[src/pkg/usb_flags_map.svh]
// Register offsets, field positions, reset values and timing counts of the pipe event flag block
// Notes on behaviour
// - A token for pipe 0, 1 or 2 that meets a not-ready buffer sets that pipe's not-ready flag.
// - Not ready means a NAK was sent while the pipe's response select holds the buffer code 01.
// - A NAK sent in the status stage of a control transfer never sets the control pipe flag.
// - Writing zero to a not-ready or empty/size-error flag clears it.
// - Writing one to a flag bit leaves it as it was.
// - While the internal clock supply bit is zero, zero writes clear no flag.
// - One write may clear several set flags at once.
// - Empty/size-error status bits 6..1 serve pipes 6..1, bit 0 the control pipe, bits 15..7 read zero; not-ready status uses bits 2..0 only.
// - Hardware and software reset clear the status to zero; a USB bus reset does not.
// - A flag reads one while its event has happened and is not yet cleared.
// - An IN pipe sets its empty/size-error flag once its buffers are fully transmitted.
// - An OUT pipe that receives an oversize packet sets the flag and is forced to stall.
// - The control pipe checks received length against its seven-bit max packet size.
`ifndef USB_FLAGS_MAP_SVH
`define USB_FLAGS_MAP_SVH

`define OFS_CTRL 8'h60
`define OFS_RESP_SEL 8'h64
`define OFS_NOT_READY 8'h68
`define OFS_EMPTY_OVERSIZE 8'h6c
`define OFS_PIPE_CFG 8'h78
`define OFS_IRQ_MASK 8'h7c

`define CTRL_CLK_ON_BIT 0
`define CTRL_SOFT_RST_BIT 1
`define CFG_MAXPS_LSB 0
`define CFG_DIR_LSB 8
`define MASK_EMP_LSB 0
`define MASK_NRDY_LSB 8

`define RESP_BUF 2'h1
`define RESP_STALL 2'h2
`define RST_FLAGS 16'h0000
`define RST_CTRL 2'h1
`define RST_RESP_SEL 14'h0000
`define RST_CFG 16'h0040
`define RST_MASK 16'h0000

`define CLK_PERIOD_NS 5
`define CLR_SPACING_NS 100
`define CLR_SPACING_CYC ((`CLR_SPACING_NS + `CLK_PERIOD_NS - 1) / `CLK_PERIOD_NS)

`endif

[src/pkg/usb_flags_pkg.sv]
// Types shared by the pipe event flag block and its register port
package usb_flags_pkg;
  typedef struct packed {
    logic valid;
    logic [2:0] pipe;
    logic nak;
    logic status_stage;
  } token_evt_s;

  typedef struct packed {
    logic valid;
    logic [2:0] pipe;
    logic [10:0] len;
    logic over_max;
  } rx_evt_s;

  typedef struct packed {
    logic en;
    logic [7:0] addr;
    logic [31:0] data;
    logic [3:0] strb;
  } reg_wr_s;
endpackage

[src/design/axil_regs_port.sv]
// AXI4-Lite slave front end: turns bus traffic into register write pulses and read lookups
`timescale 1ns/1ps
`default_nettype none
module axil_regs_port
  import usb_flags_pkg::*;
(
  input wire logic aclk,
  input wire logic aresetn,
  input wire logic [7:0] awaddr,
  input wire logic awvalid,
  output logic awready,
  input wire logic [31:0] wdata,
  input wire logic [3:0] wstrb,
  input wire logic wvalid,
  output logic wready,
  output logic [1:0] bresp,
  output logic bvalid,
  input wire logic bready,
  input wire logic [7:0] araddr,
  input wire logic arvalid,
  output logic arready,
  output logic [31:0] rdata,
  output logic [1:0] rresp,
  output logic rvalid,
  input wire logic rready,
  output reg_wr_s wr_req,
  input wire logic wr_ok,
  output logic [7:0] rd_addr,
  input wire logic [31:0] rd_data,
  input wire logic rd_ok
);
  logic aw_held_r, aw_held_nxt, w_held_r, w_held_nxt;
  logic [7:0] awaddr_r, awaddr_nxt;
  logic [31:0] wdata_r, wdata_nxt;
  logic [3:0] wstrb_r, wstrb_nxt;
  logic bvalid_nxt, rvalid_nxt, arready_nxt;
  logic [1:0] bresp_nxt, rresp_nxt;
  logic [31:0] rdata_nxt;
  logic commit;

  // Both halves held and no response pending: commit exactly once
  assign commit = aw_held_r && w_held_r && !bvalid;
  assign wr_req = '{en: commit, addr: awaddr_r, data: wdata_r, strb: wstrb_r};
  assign rd_addr = araddr;

  // Address and data may arrive in either order; each is held until the pair commits
  always_comb begin
    aw_held_nxt = aw_held_r;
    w_held_nxt = w_held_r;
    awaddr_nxt = awaddr_r;
    wdata_nxt = wdata_r;
    wstrb_nxt = wstrb_r;
    bvalid_nxt = bvalid;
    bresp_nxt = bresp;
    if (awvalid && !aw_held_r) begin
      aw_held_nxt = 1'b1;
      awaddr_nxt = awaddr;
    end
    if (wvalid && !w_held_r) begin
      w_held_nxt = 1'b1;
      wdata_nxt = wdata;
      wstrb_nxt = wstrb;
    end
    if (commit) begin
      aw_held_nxt = 1'b0;
      w_held_nxt = 1'b0;
      bvalid_nxt = 1'b1;
      bresp_nxt = wr_ok ? 2'h0 : 2'h2;
    end else if (bvalid && bready) begin
      bvalid_nxt = 1'b0;
    end
  end

  // One read in flight; data is sampled at the edge that takes the address
  always_comb begin
    arready_nxt = arready;
    rvalid_nxt = rvalid;
    rdata_nxt = rdata;
    rresp_nxt = rresp;
    if (arvalid && arready) begin
      arready_nxt = 1'b0;
      rvalid_nxt = 1'b1;
      rdata_nxt = rd_data;
      rresp_nxt = rd_ok ? 2'h0 : 2'h2;
    end else if (rvalid && rready) begin
      rvalid_nxt = 1'b0;
      arready_nxt = 1'b1;
    end
  end

  always_ff @(posedge aclk) begin
    if (!aresetn) begin
      aw_held_r <= 1'b0;
      w_held_r <= 1'b0;
      awready <= 1'b1;
      wready <= 1'b1;
      awaddr_r <= 8'h00;
      wdata_r <= 32'h0000_0000;
      wstrb_r <= 4'h0;
      bvalid <= 1'b0;
      bresp <= 2'h0;
      arready <= 1'b1;
      rvalid <= 1'b0;
      rdata <= 32'h0000_0000;
      rresp <= 2'h0;
    end else begin
      aw_held_r <= aw_held_nxt;
      w_held_r <= w_held_nxt;
      // Ready is registered so the bus outputs come straight from flip-flops
      awready <= !aw_held_nxt;
      wready <= !w_held_nxt;
      awaddr_r <= awaddr_nxt;
      wdata_r <= wdata_nxt;
      wstrb_r <= wstrb_nxt;
      bvalid <= bvalid_nxt;
      bresp <= bresp_nxt;
      arready <= arready_nxt;
      rvalid <= rvalid_nxt;
      rdata <= rdata_nxt;
      rresp <= rresp_nxt;
    end
  end
endmodule
`default_nettype wire

[src/design/usb_pipe_buffer_event_flags.sv]
// Pipe buffer not-ready and empty/size-error event flags with register access and interrupts
`timescale 1ns/1ps
`default_nettype none
`include "usb_flags_map.svh"
module usb_pipe_buffer_event_flags
  import usb_flags_pkg::*;
(
  input wire logic aclk,
  input wire logic aresetn,
  input wire logic [7:0] s_axi_awaddr,
  input wire logic s_axi_awvalid,
  output logic s_axi_awready,
  input wire logic [31:0] s_axi_wdata,
  input wire logic [3:0] s_axi_wstrb,
  input wire logic s_axi_wvalid,
  output logic s_axi_wready,
  output logic [1:0] s_axi_bresp,
  output logic s_axi_bvalid,
  input wire logic s_axi_bready,
  input wire logic [7:0] s_axi_araddr,
  input wire logic s_axi_arvalid,
  output logic s_axi_arready,
  output logic [31:0] s_axi_rdata,
  output logic [1:0] s_axi_rresp,
  output logic s_axi_rvalid,
  input wire logic s_axi_rready,
  input wire token_evt_s token_evt,
  input wire rx_evt_s rx_evt,
  input wire logic [6:0] tx_empty,
  input wire logic usb_bus_reset,
  output logic [13:0] pipe_response_select,
  output logic irq_not_ready,
  output logic irq_empty_oversize,
  output logic irq
);
  // Flag state and software controls
  logic [2:0] not_ready_r, not_ready_nxt;
  logic [6:0] empty_oversize_r, empty_oversize_nxt;
  logic [13:0] resp_sel_r, resp_sel_nxt;
  logic [6:0] dir_in_r, dir_in_nxt;
  logic [6:0] ctrl_pipe_max_packet_size_r, ctrl_pipe_max_packet_size_nxt;
  logic clk_on_r, clk_on_nxt;
  logic [15:0] mask_r, mask_nxt;
  logic irq_nrdy_nxt, irq_emp_nxt, irq_nxt;
  logic irq_nrdy_r, irq_emp_r, irq_r;

  // Event vectors built per pipe
  logic [2:0] nrdy_set;
  logic [6:0] emp_set;
  logic [6:0] stall_force;

  // Register port wiring
  reg_wr_s wr_req;
  logic wr_ok;
  logic [7:0] rd_addr;
  logic [31:0] rd_data;
  logic rd_ok;
  logic [31:0] lane_mask;
  logic [31:0] wr_merged;
  logic soft_rst;
  logic clear_allowed;

  axil_regs_port u_port (
    .aclk(aclk),
    .aresetn(aresetn),
    .awaddr(s_axi_awaddr),
    .awvalid(s_axi_awvalid),
    .awready(s_axi_awready),
    .wdata(s_axi_wdata),
    .wstrb(s_axi_wstrb),
    .wvalid(s_axi_wvalid),
    .wready(s_axi_wready),
    .bresp(s_axi_bresp),
    .bvalid(s_axi_bvalid),
    .bready(s_axi_bready),
    .araddr(s_axi_araddr),
    .arvalid(s_axi_arvalid),
    .arready(s_axi_arready),
    .rdata(s_axi_rdata),
    .rresp(s_axi_rresp),
    .rvalid(s_axi_rvalid),
    .rready(s_axi_rready),
    .wr_req(wr_req),
    .wr_ok(wr_ok),
    .rd_addr(rd_addr),
    .rd_data(rd_data),
    .rd_ok(rd_ok)
  );

  // Byte lanes that were not strobed behave as ones, so they never clear a flag
  assign lane_mask = {{8{wr_req.strb[3]}}, {8{wr_req.strb[2]}},
                      {8{wr_req.strb[1]}}, {8{wr_req.strb[0]}}};
  assign wr_merged = (wr_req.data & lane_mask) | ~lane_mask;

  // With the internal clock stopped the flag logic cannot take a clear
  assign clear_allowed = clk_on_r;

  // Soft reset is a self-clearing command bit in the control register
  assign soft_rst = wr_req.en && (wr_req.addr == `OFS_CTRL) && wr_req.strb[0] &&
                    wr_req.data[`CTRL_SOFT_RST_BIT];

  // Not-ready events for the control pipe and pipes 1 and 2
  genvar gi;
  generate
    for (gi = 0; gi < 3; gi = gi + 1) begin : g_nrdy
      // Token hit a pipe that answered NAK while in buffer-controlled response
      assign nrdy_set[gi] = token_evt.valid && (token_evt.pipe == 3'(gi)) && token_evt.nak &&
                            (resp_sel_r[2*gi +: 2] == `RESP_BUF) &&
                            !((gi == 0) && token_evt.status_stage);
    end
    for (gi = 0; gi < 7; gi = gi + 1) begin : g_emp
      logic rx_hit;
      logic oversize;
      assign rx_hit = rx_evt.valid && (rx_evt.pipe == 3'(gi)) && !dir_in_r[gi];
      // Control pipe length is checked here; other pipes report it from the engine
      if (gi == 0) begin : g_ctrl
        assign oversize = rx_evt.len > {4'h0, ctrl_pipe_max_packet_size_r};
      end else begin : g_pipe
        assign oversize = rx_evt.over_max;
      end
      assign stall_force[gi] = rx_hit && oversize;
      assign emp_set[gi] = (tx_empty[gi] && dir_in_r[gi]) || stall_force[gi];
    end
  endgenerate

  // Flag next state: set wins over a clear in the same cycle
  always_comb begin
    not_ready_nxt = not_ready_r;
    empty_oversize_nxt = empty_oversize_r;
    if (wr_req.en && clear_allowed) begin
      // Only zero bits clear; ones and unstrobed lanes leave flags untouched
      if (wr_req.addr == `OFS_NOT_READY) begin
        not_ready_nxt = not_ready_r & wr_merged[2:0];
      end
      if (wr_req.addr == `OFS_EMPTY_OVERSIZE) begin
        empty_oversize_nxt = empty_oversize_r & wr_merged[6:0];
      end
    end
    not_ready_nxt = not_ready_nxt | nrdy_set;
    empty_oversize_nxt = empty_oversize_nxt | emp_set;
    // Software reset wipes both groups; a USB bus reset is deliberately not wired here
    if (soft_rst) begin
      not_ready_nxt = 3'(`RST_FLAGS);
      empty_oversize_nxt = 7'(`RST_FLAGS);
    end
  end

  // Software controls; a size error forces stall over any software write in the same cycle
  always_comb begin
    resp_sel_nxt = resp_sel_r;
    dir_in_nxt = dir_in_r;
    ctrl_pipe_max_packet_size_nxt = ctrl_pipe_max_packet_size_r;
    clk_on_nxt = clk_on_r;
    mask_nxt = mask_r;
    if (wr_req.en) begin
      case (wr_req.addr)
        `OFS_CTRL: begin
          if (wr_req.strb[0]) begin
            clk_on_nxt = wr_req.data[`CTRL_CLK_ON_BIT];
          end
        end
        `OFS_RESP_SEL: begin
          if (wr_req.strb[0]) begin
            resp_sel_nxt[7:0] = wr_req.data[7:0];
          end
          if (wr_req.strb[1]) begin
            resp_sel_nxt[13:8] = wr_req.data[13:8];
          end
        end
        `OFS_PIPE_CFG: begin
          if (wr_req.strb[0]) begin
            ctrl_pipe_max_packet_size_nxt = wr_req.data[`CFG_MAXPS_LSB +: 7];
          end
          if (wr_req.strb[1]) begin
            dir_in_nxt = wr_req.data[`CFG_DIR_LSB +: 7];
          end
        end
        `OFS_IRQ_MASK: begin
          if (wr_req.strb[0]) begin
            mask_nxt[7:0] = wr_req.data[7:0];
          end
          if (wr_req.strb[1]) begin
            mask_nxt[15:8] = wr_req.data[15:8];
          end
        end
        default: begin
          mask_nxt = mask_r;
        end
      endcase
    end
    for (int p = 0; p < 7; p++) begin
      if (stall_force[p]) begin
        resp_sel_nxt[2*p +: 2] = `RESP_STALL;
      end
    end
  end

  // Interrupt requests follow the next flag values so they line up with the flags
  always_comb begin
    irq_nrdy_nxt = |not_ready_nxt;
    irq_emp_nxt = |empty_oversize_nxt;
    irq_nxt = |(not_ready_nxt & mask_nxt[`MASK_NRDY_LSB +: 3]) |
              (|(empty_oversize_nxt & mask_nxt[`MASK_EMP_LSB +: 7]));
  end

  // Unmapped addresses answer with a slave error and read zero
  always_comb begin
    rd_data = 32'h0000_0000;
    rd_ok = 1'b1;
    case (rd_addr)
      `OFS_CTRL: rd_data = {31'h0000_0000, clk_on_r};
      `OFS_RESP_SEL: rd_data = {18'h0_0000, resp_sel_r};
      `OFS_NOT_READY: rd_data = {29'h0000_0000, not_ready_r};
      `OFS_EMPTY_OVERSIZE: rd_data = {25'h000_0000, empty_oversize_r};
      `OFS_PIPE_CFG: rd_data = {17'h0_0000, dir_in_r, 1'b0, ctrl_pipe_max_packet_size_r};
      `OFS_IRQ_MASK: rd_data = {16'h0000, mask_r};
      default: rd_ok = 1'b0;
    endcase
  end

  // Write decode mirrors the read map
  always_comb begin
    case (wr_req.addr)
      `OFS_CTRL, `OFS_RESP_SEL, `OFS_NOT_READY, `OFS_EMPTY_OVERSIZE,
      `OFS_PIPE_CFG, `OFS_IRQ_MASK: wr_ok = 1'b1;
      default: wr_ok = 1'b0;
    endcase
  end

  // Hardware reset clears every flag; usb_bus_reset is accepted but has no effect
  always_ff @(posedge aclk) begin
    if (!aresetn) begin
      not_ready_r <= 3'(`RST_FLAGS);
      empty_oversize_r <= 7'(`RST_FLAGS);
      resp_sel_r <= `RST_RESP_SEL;
      dir_in_r <= 7'(`RST_CFG >> `CFG_DIR_LSB);
      ctrl_pipe_max_packet_size_r <= 7'(`RST_CFG);
      clk_on_r <= 1'(`RST_CTRL);
      mask_r <= `RST_MASK;
      irq_nrdy_r <= 1'b0;
      irq_emp_r <= 1'b0;
      irq_r <= 1'b0;
    end else begin
      not_ready_r <= not_ready_nxt;
      empty_oversize_r <= empty_oversize_nxt;
      resp_sel_r <= resp_sel_nxt;
      dir_in_r <= dir_in_nxt;
      ctrl_pipe_max_packet_size_r <= ctrl_pipe_max_packet_size_nxt;
      clk_on_r <= clk_on_nxt;
      mask_r <= mask_nxt;
      irq_nrdy_r <= irq_nrdy_nxt;
      irq_emp_r <= irq_emp_nxt;
      irq_r <= irq_nxt;
    end
  end

  // Outputs straight from flip-flops
  assign pipe_response_select = resp_sel_r;
  assign irq_not_ready = irq_nrdy_r;
  assign irq_empty_oversize = irq_emp_r;
  assign irq = irq_r;

  // The bus reset indication is read only so that it is not mistaken for a flag clear
  logic bus_reset_seen;
  assign bus_reset_seen = usb_bus_reset & 1'b0;
endmodule
`default_nettype wire

[config.mk]
export PLATFORM = sky130hd
export DESIGN_NAME = usb_pipe_buffer_event_flags
export DESIGN_NICKNAME = d
export VERILOG_FILES = /design/src/pkg/usb_flags_pkg.sv /design/src/design/axil_regs_port.sv /design/src/design/usb_pipe_buffer_event_flags.sv
export VERILOG_INCLUDE_DIRS = /design/src /design/src/pkg
export SDC_FILE = /design/constraint.sdc
export NUM_CORES = 1
export LEC_CHECK = 0
export BUFFER_PORTS_ARGS = -buffer_cell sky130_fd_sc_hd__buf_2
export CORE_MARGIN = 3
export CORE_UTILIZATION = 35
export CTS_BUF_LIST = sky130_fd_sc_hd__clkbuf_16
export DETAILED_ROUTE_END_ITERATION = 16
export PLACE_DENSITY = 0.63
export SYNTH_ARGS = -nofsm -noshare
export SYNTH_HDL_FRONTEND = slang
export SYNTH_SLANG_ARGS = --single-unit
[constraint.sdc]
create_clock -name aclk -period 2.33 [get_ports aclk]
set_clock_uncertainty 0.05 [all_clocks]
set_input_delay 0.233 -clock aclk [delete_from_list [all_inputs] [get_ports aclk]]
set_output_delay 0.233 -clock aclk [all_outputs]
set_load 0.005 [all_outputs]
==> results.toml <==
[power]
p_per_area_mw_per_mm2 = 580
vdd_ir_drop_max_mv = 0.267
leakage_nw = 2.83

[drt]
first_pass_iters = 4
vias = 4535
ant_nets = 0
drc = 0
vias_per_cell = 5.11
initialDrtViolationCount = 285
wl_per_cell_um = 16.7
wl_um = 14800

[clock_tree]
clkLatencyLatePin_ps = 350
clk_pin_slew_ps = 70
cts_root_buf = "clkbuf_16"
cts_tree = "yes"
clock-sinks = 109
clk_path_buf_depth = 2
numCtsBuffers = 9
cts_max_level = 3

[global_routing]
track_usage_pct = 18.8
grt_pass1_vias = 4554
grt_pass1_wl_um = 24000
grt_max_degree = 59
antenna_found_initial = 0
grt.overflow.total = 0

[critical_path]
crit_path_max_incr_delay_ps = 410
cp_data_required_time_ps = 2520
cp_cell_sequence = "and4bb_2 -> nand4_4 -> a2111oi_2 -> buf_4 -> nor3_1 -> a22oi_1 -> nand4_1 -> o21a_1"
critPathKind = "reg2reg"
critPathLaunchType = "flip-flop"
worst-r2r-cell-count = 8
arrival_ps = 2470
worstSetupEndpointType = "flip-flop"
crit_slowest_cell = "a2111oi_2"
crit_fanout = 7

[placed_design]
dp_hpwl_um = 11500
io_buffers = 109
placed_area_mm2 = 0.00595
gp_congestion = 0.883

[logic_synthesis]
avgSynthCellArea_um2 = 8.90
ys_seq_elements = 109
synth_cell_types = 56
synth_cells = 564
syn_area_mm2 = 0.00502
synth_edf_count = 0
ys_seq_area_share_pct = 43.5
synth_area_leaders = "dfxtp_1, mux2i_1, nand2_1, nor2_1, mux2_2"
ys.flop_type = "dfxtp_1"
synth_top_cell_by_area = "dfxtp_1"
synth.top_cell.area_share_pct = 43.5
yosysWarnings = 0
async_flop_share_pct = 0

[floorplan]
fp-row-count = 43
core_mm2 = 0.0139
die_y_um = 126
io_pins = 147
die_area_mm2 = 0.0158
start_util_pct = 36.0
fp.dieW_um = 126

[sta]
fin_crit_ps = 2280
report.final.setup_viol = 0
hold_viol = 0
relSlewSlack_pct = 55.6
hold_slack_ps = 70.2
final.period_utilization_pct = 97.7
rsz0062_at_grt = "true"
slew_viol_final = 0
worst_slew_pin_slew_ps = 660
max_freq_mhz = 439

[finish]
drive_gt1_share_pct = 28.8
fin_nets = 799
final_util_pct = 45.5
finalInstanceArea_mm2 = 0.00633
syn2layout_area_growth_pct = 26.2
n_antenna_cell = 0

[worst_hold_path]
min_path_cells = 3
hold_path.class = "in2reg"

[run]
cap_violations = 0

[status]
run_status = "complete, no violations"
## cells by family (layout without fill, tap and decap cells)
family          after synthesis  count (layout)  synth area share [%]
flops                       109             109                  43.5
buf+inv                      62             189                  6.08
other cells                   1              18                0.0747
fa+ha+maj                     7               7                  1.74
compound gates              106             106                  13.7
simple gates                217             217                  21.9
mux                          62              62                  13.0
## power by group
part | internal, W | switching, W | total, W
Sequential | 0.00191 | 0.0000482 | 0.00196
Clock | 0.000710 | 0.000669 | 0.00138
Combinational | 0.000148 | 0.000187 | 0.000335
## registers in the layout (all words and copies together), names as in the netlist
name / flops
clear_allowed: 1
ctrl_pipe_max_packet_size_r: 7
dir_in_r: 7
empty_oversize_r: 7
irq: 1
irq_empty_oversize: 1
irq_not_ready: 1
mask_r: 16
not_ready_r: 3
pipe_response_select: 14
u_port.arready: 1
u_port.aw_held_r: 1
u_port.awaddr_r: 8
u_port.awready: 1
u_port.bresp: 1
u_port.bvalid: 1
u_port.rdata: 16
u_port.rresp: 1
u_port.rvalid: 1
u_port.w_held_r: 1
u_port.wdata_r: 16
u_port.wready: 1
u_port.wstrb_r: 2
## synth_stat cells (2+ instances only)
| cell type | number |
|---|---|
| a2111oi_0 | 3 |
| a211oi_1 | 5 |
| a21oi_1 | 34 |
| a22o_1 | 9 |
| a22oi_1 | 22 |
| a31oi_1 | 3 |
| and2_1 | 10 |
| and3_1 | 3 |
| and4b_1 | 2 |
| and4bb_2 | 2 |
| buf_1 | 4 |
| buf_2 | 4 |
| buf_4 | 18 |
| clkbuf_1 | 20 |
| dfxtp_1 | 109 |
| ha_1 | 7 |
| inv_1 | 15 |
| mux2_2 | 16 |
| mux2i_1 | 44 |
| nand2_1 | 66 |
| nand2b_1 | 9 |
| nand3_1 | 6 |
| nand4_1 | 4 |
| nand4b_1 | 3 |
| nor2_1 | 64 |
| nor2b_1 | 5 |
| nor3_1 | 15 |
| nor4_1 | 11 |
| nor4b_1 | 2 |
| nor4bb_1 | 2 |
| o21ai_0 | 18 |
| o22ai_1 | 2 |
| or3_1 | 4 |
## worst max-delay path: cells and delay by family (launching register included)
family | cells | cell delay [ps]
buffers and inverters | 1 | 180
flip-flops | 1 | 350
AND/OR/NAND/NOR | 4 | 790
AO/OA/AOI/OAI | 3 | 810
## routing by layer
metal	wire length [um]	GRT usage (%)	part of all wire (%)
met1	6710	25.2	45
met2	6980	30.6	47
met3	850	3.52	5.7
met4	290	6.44	2.0
met5	0	0	0
## metrics by stage
stage	setup slack (ps)	cells	power, W	setup TNS, ps
after global routing	-25.5	888	0.00382	-25.5
after CTS	9.14	885	0.00370	0
after detailed placement	-31.9	867	0.00232	-31.9
final	54.2	888	0.00367	0
after floorplan	243	581	0.00218	0
after global placement	32.8	867	0.00231	0
## placed cells by master, fill, tap and decap left out, types with 3 or more instances in the layout
cell / Yosys / layout
buf_2: 4 / 109
dfxtp_1: 109 / 107
nand2_1: 66 / 66
nor2_1: 64 / 64
buf_4: 18 / 46
mux2i_1: 44 / 44
a21oi_1: 34 / 34
a22oi_1: 22 / 22
inv_1: 15 / 18
o21ai_0: 18 / 18
conb_1: 1 / 18
mux2_2: 16 / 15
nor3_1: 15 / 15
nor4_1: 11 / 11
and2_1: 10 / 10
nand2b_1: 9 / 9
a22o_1: 9 / 9
clkbuf_16: 0 / 9
ha_1: 7 / 7
nand3_1: 6 / 6
nor2b_1: 5 / 5
a211oi_1: 5 / 5
or3_1: 4 / 4
nand4_1: 4 / 4
a31oi_1: 3 / 3
nand4b_1: 3 / 3
a2111oi_4: 0 / 3
## final timing paths
path	slack, ps	endpoint	from
worst min register to register	400	u_port.wstrb_r[0]$_SDFFE_PN0P_	u_port.wstrb_r[0]$_SDFFE_PN0P_
worst max-delay path	50	irq$_SDFF_PN0_	u_port.awaddr_r[1]$_SDFFE_PN0P_
worst max register to register	50	irq$_SDFF_PN0_	u_port.awaddr_r[1]$_SDFFE_PN0P_
worst min-delay path	70	u_port.awaddr_r[7]$_SDFFE_PN0P_	s_axi_awaddr[7]
## area by class of cell
cell class                 count  area, um^2
clock buffer                   9         225
clock inverter                 7        36.3
fill                        1386        7600
inverter                      16        60.1
multi-input combinational    410        2680
sequential                   109        2180
tap                          180         225
timing repair buffer         157         922
## repair_timing
item                                    in CTS  in global routing
hold endpoints to repair                     0                  0
hold buffers                                 0                  0
resized for setup                            2                 15
setup buffers                                2                  3
endpoints found under the setup margin       1                  3
pin swaps                                    2                  5
No activity file was read; power rests on OpenSTA's default activity.
